**config.mk**
```make
export PLATFORM = sky130hd
export DESIGN_NAME = dbb_boot_sel
export DESIGN_NICKNAME = d
export VERILOG_FILES = /design/src/pkg/dbb_pkg.sv /design/src/rtl/dbb_boot_sel.sv /design/src/rtl/dbb_sync2.sv /design/src/rtl/dbb_sp_check.sv
export SDC_FILE = /design/constraint.sdc
export NUM_CORES = 1
export LEC_CHECK = 0
export BUFFER_PORTS_ARGS = -buffer_cell sky130_fd_sc_hd__buf_2
export CORE_UTILIZATION = 43
export CTS_CLUSTER_DIAMETER = 150
export DETAILED_ROUTE_END_ITERATION = 10
export HOLD_SLACK_MARGIN = 0.12
export PLACE_DENSITY = 0.81
export SYNTH_ARGS = -nofsm -noshare
export SYNTH_HDL_FRONTEND = slang
export SYNTH_SLANG_ARGS = --single-unit
```
**constraint.sdc**
```tcl
create_clock -name clk -period 2.8 [get_ports clk]
set_clock_uncertainty 0.05 [all_clocks]
set_input_delay 0.56 -clock clk [delete_from_list [all_inputs] [get_ports clk]]
set_output_delay 0.56 -clock clk [all_outputs]
set_load 0.02 [all_outputs]
```
**src/pkg/dbb_pkg.sv**
```systemverilog
/*
 * Constants and types shared by the dual-bank boot selector.
 * Assumes a single 200 MHz clock and a 32-bit word read port to memory.
 */
package dbb_pkg;

    // Clock and strap settling time
    localparam int unsigned CLK_PERIOD_PS    = 5000;
    localparam int unsigned STRAP_SETTLE_NS  = 20;
    localparam int unsigned STRAP_SETTLE_CYC =
        (STRAP_SETTLE_NS * 1000 + CLK_PERIOD_PS - 1) / CLK_PERIOD_PS;
    localparam logic [2:0]  SETTLE_CNT_INIT  = 3'(STRAP_SETTLE_CYC);

    // Option word and bank bases
    localparam logic [31:0] OPT_WORD_ADDR   = 32'h1FFF_F800;
    localparam int unsigned BANK_FLAG_BIT   = 19;
    localparam logic [31:0] BANK1_BASE      = 32'h0800_0000;
    localparam logic [31:0] BANK2_BASE      = 32'h0808_0000;

    // Serial sync byte
    localparam logic [7:0]  SYNC_BYTE       = 8'h7F;

    // Number of monitored loader receive lines
    localparam int unsigned N_IF            = 4;

    // Boot space codes
    localparam logic [1:0]  SPACE_NONE      = 2'h0;
    localparam logic [1:0]  SPACE_FLASH     = 2'h1;
    localparam logic [1:0]  SPACE_SYSMEM    = 2'h2;
    localparam logic [1:0]  SPACE_SRAM      = 2'h3;

    // Reset values
    localparam logic [31:0] RST_WORD        = 32'h0000_0000;

    typedef enum logic [9:0] {
        ST_SETTLE = 10'h001,
        ST_OPT    = 10'h002,
        ST_DECIDE = 10'h004,
        ST_BANK2  = 10'h008,
        ST_BANK1  = 10'h010,
        ST_JUMP   = 10'h020,
        ST_DETECT = 10'h040,
        ST_BAUD   = 10'h080,
        ST_CMD    = 10'h100,
        ST_IDLE   = 10'h200
    } dbb_state_t;

endpackage

```
**src/rtl/dbb_boot_sel.sv**
```systemverilog
/*
 * Dual-bank boot selector: strap and option sampling, boot space choice,
 * bank 2 / bank 1 stack-pointer check, loader interface activation.
 * Assumes a same-clock memory read port (req held until a one-cycle ack),
 * a serial unit that reports received bytes and auto-baud completion,
 * and strap and receive pins that are asynchronous to clk.
 * The memory port answers the option word first, then at most two bank
 * words; read data only matters in the cycle of the ack.
 * The serial unit flags one byte per pulse, tagged with its interface.
 * The SRAM bounds and the early-silicon flag are static while booting.
 * Straps are sampled once per reset; later strap changes are ignored.
 */
// What this block does
// - Flag set: primary low boots user flash, primary high with secondary low boots system memory, both high boots SRAM.
// - Flag clear and primary low boots system memory and runs the dual-bank check.
// - Flag clear with both straps high boots SRAM with no dual-bank check.
// - The check reads bank 2 first and jumps to bank 2 when its code is valid.
// - Otherwise bank 1 is read and jumped to when its code is valid.
// - With no valid bank there is no jump and the serial loader runs as for strapped system-memory boot.
// - A bank is valid only when its first word lies inside the internal SRAM range.
// - The bank-boot flag is bit 19 of the option word at 0x1FFFF800, and set disables the check.
// - With the flag set the dual-bank check never runs, whatever the straps.
// - The transmit pin is driven push-pull only after a correct 0x7F and with the serial unit clocked, floating before.
// - On early silicon, detection fails when any monitored receive line is low during activation.
// - After a correct 0x7F the loader runs auto-baud and then waits for commands on that interface.
`timescale 1ns/10ps
`default_nettype none

module dbb_boot_sel
    import dbb_pkg::*;
(
    // Clock, reset and pins
    input  wire logic              clk,
    input  wire logic              srst,
    input  wire logic              boot_strap_primary,
    input  wire logic              boot_strap_secondary,
    input  wire logic [N_IF-1:0]   rx_lines,
    // Static configuration
    input  wire logic              early_rev,
    input  wire logic [31:0]       sram_lo,
    input  wire logic [31:0]       sram_hi,
    // Memory read port
    output logic                   mem_req,
    output logic      [31:0]       mem_addr,
    input  wire logic              mem_ack,
    input  wire logic [31:0]       mem_rdata,
    // Serial unit
    input  wire logic              rx_byte_valid,
    input  wire logic [1:0]        rx_byte_if,
    input  wire logic [7:0]        rx_byte,
    input  wire logic              serial_clk_on,
    input  wire logic              autobaud_done,
    // Boot decision
    output logic      [1:0]        boot_space,
    output logic                   boot_done,
    output logic                   jump_req,
    output logic      [31:0]       jump_base,
    // Loader activation
    output logic                   loader_active,
    output logic      [1:0]        loader_if,
    output logic                   autobaud_start,
    output logic                   cmd_wait,
    output logic                   tx_oe,
    output logic                   detect_fail
);

    typedef struct packed {
        // Sequence state and settle counter
        dbb_state_t  st;
        logic [2:0]  cnt;
        // Latched straps and bank-boot flag
        logic        prim;
        logic        sec;
        logic        flag;
        // Decision outputs
        logic [1:0]  space;
        logic        done;
        // Memory request
        logic        req;
        logic [31:0] addr;
        // Jump request
        logic        jump;
        logic [31:0] jbase;
        // Loader activation
        logic        loader;
        logic        sync_seen;
        logic [1:0]  iface;
        logic        baud;
        logic        cmd;
        logic        tx_oe;
        logic        fail;
    } dbb_top_st_t;

    dbb_top_st_t st_q;
    dbb_top_st_t st_d;

    // Synchronised pins and bank verdict
    logic [N_IF+1:0] pins_sync;
    logic            strap_p;
    logic            strap_s;
    logic [N_IF-1:0] rx_sync;
    logic            bank_valid;

    // Pins pass two flops before any logic reads them
    dbb_sync2 #(
        .W       (N_IF + 2),
        .RST_VAL ({(N_IF + 2){1'b1}})
    ) u_pin_sync (
        .clk      (clk),
        .srst     (srst),
        .async_in ({boot_strap_primary, boot_strap_secondary, rx_lines}),
        .sync_out (pins_sync)
    );

    assign strap_p = pins_sync[N_IF+1];
    assign strap_s = pins_sync[N_IF];
    assign rx_sync = pins_sync[N_IF-1:0];

    // Range check on the word returned by memory
    dbb_sp_check u_sp_check (
        .word    (mem_rdata),
        .sram_lo (sram_lo),
        .sram_hi (sram_hi),
        .valid   (bank_valid)
    );

    // Boot sequence
    always_comb begin
        st_d      = st_q;
        st_d.baud = 1'b0;
        unique case (st_q.st)
            // Let the strap synchronisers settle, then latch straps
            ST_SETTLE: begin
                if (st_q.cnt == 3'h0) begin
                    st_d.prim = strap_p;
                    st_d.sec  = strap_s;
                    st_d.req  = 1'b1;
                    st_d.addr = OPT_WORD_ADDR;
                    st_d.st   = ST_OPT;
                end else begin
                    st_d.cnt = st_q.cnt - 3'h1;
                end
            end

            // Fetch the option word holding the bank-boot flag
            ST_OPT: begin
                if (mem_ack) begin
                    st_d.flag = mem_rdata[BANK_FLAG_BIT];
                    st_d.req  = 1'b0;
                    st_d.st   = ST_DECIDE;
                end
            end

            // Choose boot space from flag and straps
            // Straps first; the flag only counts with primary low
            ST_DECIDE: begin
                st_d.done = 1'b1;
                if (st_q.prim && st_q.sec) begin
                    st_d.space = SPACE_SRAM;
                    st_d.st    = ST_IDLE;
                end else if (st_q.prim) begin
                    st_d.space  = SPACE_SYSMEM;
                    st_d.loader = 1'b1;
                    st_d.st     = ST_DETECT;
                end else if (st_q.flag) begin
                    st_d.space = SPACE_FLASH;
                    st_d.st    = ST_IDLE;
                end else begin
                    st_d.space = SPACE_SYSMEM;
                    st_d.done  = 1'b0;
                    st_d.req   = 1'b1;
                    st_d.addr  = BANK2_BASE;
                    st_d.st    = ST_BANK2;
                end
            end

            // Bank 2 is judged first
            ST_BANK2: begin
                if (mem_ack) begin
                    if (bank_valid) begin
                        st_d.req   = 1'b0;
                        st_d.jbase = BANK2_BASE;
                        st_d.st    = ST_JUMP;
                    end else begin
                        st_d.addr = BANK1_BASE;
                        st_d.st   = ST_BANK1;
                    end
                end
            end

            // Then bank 1
            ST_BANK1: begin
                if (mem_ack) begin
                    st_d.req = 1'b0;
                    if (bank_valid) begin
                        st_d.jbase = BANK1_BASE;
                        st_d.st    = ST_JUMP;
                    end else begin
                        st_d.done   = 1'b1;
                        st_d.loader = 1'b1;
                        st_d.st     = ST_DETECT;
                    end
                end
            end

            // Leave the loader and start from the chosen bank
            ST_JUMP: begin
                st_d.jump = 1'b1;
                st_d.done = 1'b1;
                st_d.st   = ST_IDLE;
            end

            // Interface activation: watch for the sync byte
            // On early silicon a low line wins over a same-cycle sync byte
            ST_DETECT: begin
                if (early_rev && (rx_sync != {N_IF{1'b1}})) begin
                    st_d.fail   = 1'b1;
                    st_d.loader = 1'b0;
                    st_d.st     = ST_IDLE;
                end else if (rx_byte_valid && (rx_byte == SYNC_BYTE)) begin
                    st_d.sync_seen = 1'b1;
                    st_d.iface     = rx_byte_if;
                    st_d.baud      = 1'b1;
                    st_d.st        = ST_BAUD;
                end
            end

            // Auto-baud running on the chosen interface
            ST_BAUD: begin
                if (autobaud_done) begin
                    st_d.cmd = 1'b1;
                    st_d.st  = ST_CMD;
                end
            end

            // Waiting for loader commands; other interfaces ignored
            ST_CMD: begin
                st_d.cmd = 1'b1;
            end

            // Parked: flash, SRAM, jump taken or detection failed
            ST_IDLE: begin
                st_d.req = 1'b0;
            end

            // Illegal code: park
            default: begin
                st_d.st = ST_IDLE;
            end
        endcase

        // Transmit pin driven only after sync and with serial clock on
        st_d.tx_oe = st_q.sync_seen && serial_clk_on;
    end

    // State register
    always_ff @(posedge clk) begin
        if (srst) begin
            st_q.st        <= ST_SETTLE;
            st_q.cnt       <= SETTLE_CNT_INIT;
            st_q.prim      <= 1'b0;
            st_q.sec       <= 1'b0;
            // Flag reads as set until the option word arrives
            st_q.flag      <= 1'b1;
            st_q.space     <= SPACE_NONE;
            st_q.done      <= 1'b0;
            st_q.req       <= 1'b0;
            st_q.addr      <= RST_WORD;
            st_q.jump      <= 1'b0;
            st_q.jbase     <= RST_WORD;
            st_q.loader    <= 1'b0;
            st_q.sync_seen <= 1'b0;
            st_q.iface     <= 2'h0;
            st_q.baud      <= 1'b0;
            st_q.cmd       <= 1'b0;
            st_q.tx_oe     <= 1'b0;
            st_q.fail      <= 1'b0;
        end else begin
            st_q <= st_d;
        end
    end

    // Memory port straight from the state register
    assign mem_req        = st_q.req;
    assign mem_addr       = st_q.addr;

    // Decision and jump
    assign boot_space     = st_q.space;
    assign boot_done      = st_q.done;
    assign jump_req       = st_q.jump;
    assign jump_base      = st_q.jbase;

    // Loader activation and transmit pin
    assign loader_active  = st_q.loader;
    assign loader_if      = st_q.iface;
    assign autobaud_start = st_q.baud;
    assign cmd_wait       = st_q.cmd;
    assign tx_oe          = st_q.tx_oe;
    assign detect_fail    = st_q.fail;

endmodule

`default_nettype wire

```
**src/rtl/dbb_sync2.sv**
```systemverilog
/*
 * Two-flop synchroniser for a group of pin levels.
 * Assumes inputs are asynchronous to clk; only the second stage is read.
 */
`timescale 1ns/10ps
`default_nettype none

module dbb_sync2 #(
    parameter int unsigned W = 1,
    parameter logic [W-1:0] RST_VAL = '0
) (
    input  wire logic         clk,
    input  wire logic         srst,
    input  wire logic [W-1:0] async_in,
    output logic      [W-1:0] sync_out
);

    typedef struct packed {
        logic [W-1:0] s1;
        logic [W-1:0] s2;
    } dbb_sync_st_t;

    dbb_sync_st_t st_q;
    dbb_sync_st_t st_d;

    // Shift chain
    always_comb begin
        st_d.s1 = async_in;
        st_d.s2 = st_q.s1;
    end

    // State register
    always_ff @(posedge clk) begin
        if (srst) begin
            st_q.s1 <= RST_VAL;
            st_q.s2 <= RST_VAL;
        end else begin
            st_q <= st_d;
        end
    end

    assign sync_out = st_q.s2;

endmodule

`default_nettype wire

```
**src/rtl/dbb_sp_check.sv**
```systemverilog
/*
 * Stack-pointer range check for one bank's first word.
 * Assumes bounds are stable while a bank word is being judged.
 */
`timescale 1ns/10ps
`default_nettype none

module dbb_sp_check (
    input  wire logic [31:0] word,
    input  wire logic [31:0] sram_lo,
    input  wire logic [31:0] sram_hi,
    output logic             valid
);

    // Valid only inside the fitted SRAM window
    always_comb begin
        valid = (word >= sram_lo) && (word <= sram_hi);
    end

endmodule

`default_nettype wire

```
# --- After elaboration in Yosys (flattened, before gate mapping) ---
# Cells that the tools add are included.
totals:
  register_bits: 105
  inputBits: 119
  output_inout_bits: 76
op_classes:
  add_sub_neg: 1
  order_cmp: 2
  n_eq_ne: 27
  n_mux: 41
  n_bitwise: 4
  reduce_logical: 26
op_table:
  columns: ["op", "count"]
  rows:
  - ["32-bit two-way mux", 4]
  - ["34-bit two-way mux", 3]
  - ["10-bit two-way mux", 10]
  - ["33-bit two-way mux", 3]
  - ["32-bit case mux with 3 select lines", 1]
  - ["10-bit case mux with 8 select lines", 1]
  - ["32-bit case mux with 2 select lines", 1]
  - ["32-bit >= comparator", 1]
  - ["32-bit less-or-equal comparator", 1]
  - ["2-bit inequality test (second input constant)", 14]
  - ["7-bit AND reduction", 2]
  - ["10-bit by 1-bit equality test with 1-bit output (second input constant)", 1]
  - ["10-bit equality test (second input constant)", 1]
  - ["10-bit by 2-bit equality test with 1-bit output (second input constant)", 1]
  - ["10-bit by 3-bit equality test with 1-bit output (second input constant)", 1]
  - ["10-bit by 4-bit equality test with 1-bit output (second input constant)", 1]
  - ["10-bit by 5-bit equality test with 1-bit output (second input constant)", 1]
  - ["10-bit by 6-bit equality test with 1-bit output (second input constant)", 1]
  - ["10-bit by 7-bit equality test with 1-bit output (second input constant)", 1]
  - ["10-bit by 8-bit equality test with 1-bit output (second input constant)", 1]
  - ["10-bit by 9-bit equality test with 1-bit output (second input constant)", 1]
  - ["2-bit AND reduction", 5]
  - ["9-bit AND reduction", 1]
  - ["3-bit nonzero test", 3]
  - ["21 further kinds", 41]

# --- Depth between registers and ports, before layout ---
depth:
  word_depth: 5
  mapped_depth: 10
  depth_no_buf: 10

# --- Hierarchy ---
# From an unflattened synthesis, not the netlist that was laid out.
unflattened:
  cells_unflattened: 562
  area_unflattened_um2: 4476.8
by_module_without_submodules:
  columns: ["mod", "instances", "cells_per_inst", "area_each_um2"]
  rows:
  - ["dbb_boot_sel", 1, 311, 2552.4]
  - ["dbb_sp_check", 1, 226, 1604.0]
  - ["dbb_sync2", 1, 25, 320.3]

# --- Worst setup path before layout ---
# Ideal clock, no wire load.
synth_timing:
  path_type: "input to register"
  start: "input sram_hi[14]"
  end: "register st_q, in the netlist jump_base[19]"
  setup_ns: 0.124
  arrival_time_ns: 2.586
  path_slack_ns: 0.040
  cell_stages: 10
  n_path_buf: 0
  cell_sequence: "inv_1 ha_1 a21oi_1 nand2_1 a221o_1 or3_1 a31oi_4 nand4_4 mux2_4 nor2b_4"
synth_between:
  elab_chain_len: 4
  word_cells_on_any_way: 5
  classes_between: "1 x order compare; 2 x eq/ne; 2 x reduce/logical"
synth_rtl:
  columns: ["element", "line_no", "source"]
  rows:
  - ["start, declared", "dbb_boot_sel.sv:41", "input wire logic [31:0] sram_hi,"]
  - ["32-bit less-or-equal comparator (*)", "dbb_sp_check.sv:17", "valid = (word >= sram_lo) && (word <= sram_hi);"]
  - ["1-bit logical AND (*)", "dbb_sp_check.sv:17", null]
  - ["2-bit inequality test (no source line)", null, null]
  - ["5-bit AND reduction (no source line) (*)", null, null]
  - ["end signal, assigned", "dbb_boot_sel.sv:279", "st_q <= st_d;"]
  - ["end, declared", "dbb_boot_sel.sv:94", "dbb_top_st_t st_q;"]
# Mark *: on every way between the ends. The rest lies on a longest branch, timed or not.
# A chain may end at the register's enable or synchronous reset.

# --- Worst setup path in the final report ---
# Ends and elaborated chain as after synthesis.

==> summary.md <==
| Metric | Value |
|---|---|
| Status | completed |
| CP Data Required Time | 2.91 ns |
| Hold Path Depth | 1 |
| Arr. time, crit path | 2.77 ns |
| Sw frac | 0.419 |
| EDFF count, synth | 0 |
| Clock slew at reported path FFs | 0.08 ns |
| Die height | 100 um |
| GPL Wtd Cong | 0.860 |
| MaxCap Viol Count | 0 |
| Reg2reg start | st_q[84] |
| Endpoint, Worst Hold | u_pin_sync.sync_out[3] |
| FILL cells | 917 |
| Hold Fails Final Rpt | 0 |
| Clock power frac | 0.159 |
| IO buf count | 150 |
| Syn_area_per_cell | 8.11 um2 |
| Grt total ovfl | 0 |
| Least-Margin Pin Slew | 0.792 ns |
| Setup CP Type | primary input to register |
| Finished Cell Area | 4960 um2 |
| Clk root buf | clkbuf_8 |
| Maximum number of pins on one net before global-route repair | 46 |
| Mapped cell area | 4160 um2 |
| Commonest non-fill, non-tap cells in the layout | buf_2 (150), inv_1 (78), ha_1 (66) |
| Most common cell after layout, fill and taps aside | buf_2 |
| Tcrit/Tclk final | 0.950 |
| Hold Path Class | register to register |
| Fin crit period | 2.66 ns |
| Final core utilization | 0.532 |
| Slew headroom | 0.472 |
| Yosys cell types | 59 |
| Synthesis-to-finish area growth | 19.2% |
| Placement Rows | 35 |
| RSZ-0062 raised after global routing | no |
| HPWL after DPL | 8450 um |
| Crit end category | register |
| CTS tree | yes |
| Final wirelength | 9810 um |
| Critical Path Source Type | primary input |
| Core area | 9330 um2 |
| Part of the power in registers | 0.323 |
| Final setup vio count | 0 |
| CTS Buf Count | 5 |
| Critical-path cell list | buf_2, inv_1, ha_1, a21oi_1, nand2_1, a221o_1, or3_1, a31oi_4, nand4_4, mux2_4, nor2b_4 |
| TNS Setup | 0 ns |
| Switching power | 0.00108 W |
| # clock sinks | 46 |
| Tot GR Track Use | 0.193 |
| Die area | 10,100 um2 |
| Critical path peak fanout | 4 |
| Worst reg2reg path depth | 8 |
| Yosys warnings | 0 |
| # H-tree levels | 2 |
| First-pass GRT wire length | 15,900 um |
| Vias in the first global route | 3,686 |
| Power per cell area | 522 nW/um2 |
| Final ANT Viol Nets | 0 |
| Combinational Power Share | 0.518 |
| RR Endpoint | jump_base[19] |
| R2R Setup Slk | 0.43 ns |
| Syn Inst Count | 513 |
| Initial DRC count | 94 |
| Antenna violations before repair | 0 |
| Drt drc | 0 |
| Vias/cell | 4.87 |
| Share of cells above drive strength 1 | 0.323 |
| Worst-Skew Late Latency | 0.30 ns |
| Placed cell area | 4860 um2 |
| Antenna Cells | 0 |
| Synthesized flop and latch total | 46 |
| Routed vias | 3,853 |
| Max VDD drop | 0.000266 V |
| Die width | 100 um |
| Crit-path max cell delay | 0.39 ns |
| NumNets Final | 846 |
| Pint | 0.00150 W |
| Min-delay src | u_pin_sync.st_d[3] |
| Number of setup buffers added after CTS | 0 |
| Fmax | 0.376 GHz |
| Leakage | 2.75 nW |
| Worst-case clock buffer depth | 2 |
| WL per Instance | 12.4 um |
| First-pass detailed-route iteration total | 4 |
| Main synth FF type | dfxtp_1 |
| IO Count | 195 |
| Ys async rst share | 0 |
| Slew Viols, Final | 0 |
| Sequential fraction of the synthesis area | 0.221 |
| Critical-path top delay cell | or3_1 |
| Starting Density | 0.446 |
-- metrics by stage --
| stage | worst slack [ns] | instances | hold slack (ns) | total power, W |
|---|---|---|---|---|
| floorplan | 0.0401 | 556 | 0.339 | 0.00197 |
| global placement | -0.123 | 783 | 0.343 | 0.00214 |
| detailed placement | -0.178 | 783 | 0.342 | 0.00218 |
| CTS | 0.136 | 791 | 0.361 | 0.00260 |
| global route | 0.0323 | 791 | 0.376 | 0.00279 |
| finish | 0.140 | 791 | 0.360 | 0.00259 |
-- worst max-delay path: cells and delay by family --
family	cells	cell delay (ns)
adder cells (fa/ha/maj)	1	0.32
AO/OA/AOI/OAI	3	0.77
AND/OR/NAND/NOR	4	0.71
multiplexers	1	0.31
buffers and inverters	2	0.11
-- metal layers --
metal	GRT usage	part of all wire
met1	0.219	0.42
met2	0.349	0.49
met3	0.0369	0.062
met4	0.0858	0.034
met5	0	0
-- kinds of logic (layout without fill, tap and decap cells) --
kind of cell,Yosys count,in the layout,synth area share
xor gates and xnor gates,3,3,0.00812
other,1,44,0.000901
DFF,46,46,0.221
muxes,8,8,0.0204
buffers and inverters,154,260,0.203
adders and majority gates,66,66,0.198
AOI/OAI and AO/OA,90,90,0.145
and+or+nand+nor,145,145,0.203
-- power groups by stage --
stage | clock (W) | combinational, W | sequential, W
6_report | 0.000410 | 0.00134 | 0.000837
5_1_grt | 0.000448 | 0.00148 | 0.000860
4_1_cts | 0.000419 | 0.00134 | 0.000839
3_5_place_dp | 0 | 0.00133 | 0.000852
3_3_place_gp | 0 | 0.00129 | 0.000847
2_1_floorplan | 0 | 0.00115 | 0.000826
-- sequential cells by signal, summed over array words and instances, names as in the netlist --
| signal | cells |
|---|---|
| boot_done | 1 |
| tx_oe | 1 |
| jump_base | 2 |
| jump_req | 1 |
| st_q | 17 |
| loader_if | 2 |
| u_pin_sync.st_d | 6 |
| loader_active | 1 |
| autobaud_start | 1 |
| mem_addr | 3 |
| cmd_wait | 1 |
| mem_req | 1 |
| detect_fail | 1 |
| boot_space | 2 |
| u_pin_sync.sync_out | 6 |
-- final cells by class --
cell class | count | area [um2] | share of cell area
Multi-Input combinational cell | 356 | 2560 | 0.517
Sequential cell | 46 | 921 | 0.186
Clock buffer | 7 | 86.3 | 0.0174
Timing Repair Buffer | 174 | 931 | 0.188
Tap cell | 129 | 161 | 0.0325
Inverter | 78 | 293 | 0.0590
Clock inverter | 1 | 5.00 | 0.00101
-- cells in the mapped netlist, types with 2 or more instances --
cell type / count / share of area
nor3_2: 2 / 0.0048
nand3b_1: 4 / 0.0072
ha_1: 66 / 0.20
xnor2_1: 2 / 0.0042
nand2b_1: 6 / 0.0090
nor2_1: 29 / 0.026
a21oi_1: 40 / 0.048
dfxtp_1: 46 / 0.22
a2111oi_0: 2 / 0.0042
nor2b_1: 5 / 0.0075
nand3_1: 8 / 0.0096
nor4b_1: 3 / 0.0063
nand4_1: 19 / 0.029
nand4b_1: 2 / 0.0042
buf_2: 2 / 0.0024
a221oi_1: 4 / 0.0084
or2_2: 14 / 0.021
nand2_1: 26 / 0.023
or3_1: 2 / 0.0030
a31o_2: 3 / 0.0063
o21ai_1: 3 / 0.0036
inv_1: 78 / 0.070
mux2i_1: 7 / 0.017
o21ai_0: 13 / 0.016
and3_1: 5 / 0.0075
a211oi_1: 7 / 0.013
nor3_1: 5 / 0.0060
buf_4: 68 / 0.12
clkbuf_1: 5 / 0.0045
nor3b_1: 6 / 0.011
a21o_1: 3 / 0.0054
-- how the worst max path moves through the flow --
stage                     slack, ns         from  depth (start not counted)       endpoint
after floorplan                0.04  sram_hi[14]                         10  jump_base[19]
after global placement        -0.12  sram_hi[14]                         11  jump_base[19]
after detailed placement      -0.18  sram_hi[14]                         12        mem_req
after CTS                      0.14  sram_hi[14]                         12        mem_req
after global routing           0.03  sram_hi[14]                         12        mem_req
final                          0.14  sram_hi[14]                         11  jump_base[19]
-- timing repair --
action,4_1_cts,5_1_grt
setup endpoints to repair,0,4
gates resized for setup,0,2
endpoints found under the hold margin,0,0
hold buffers,0,0
(Power assumes the default switching activity.)
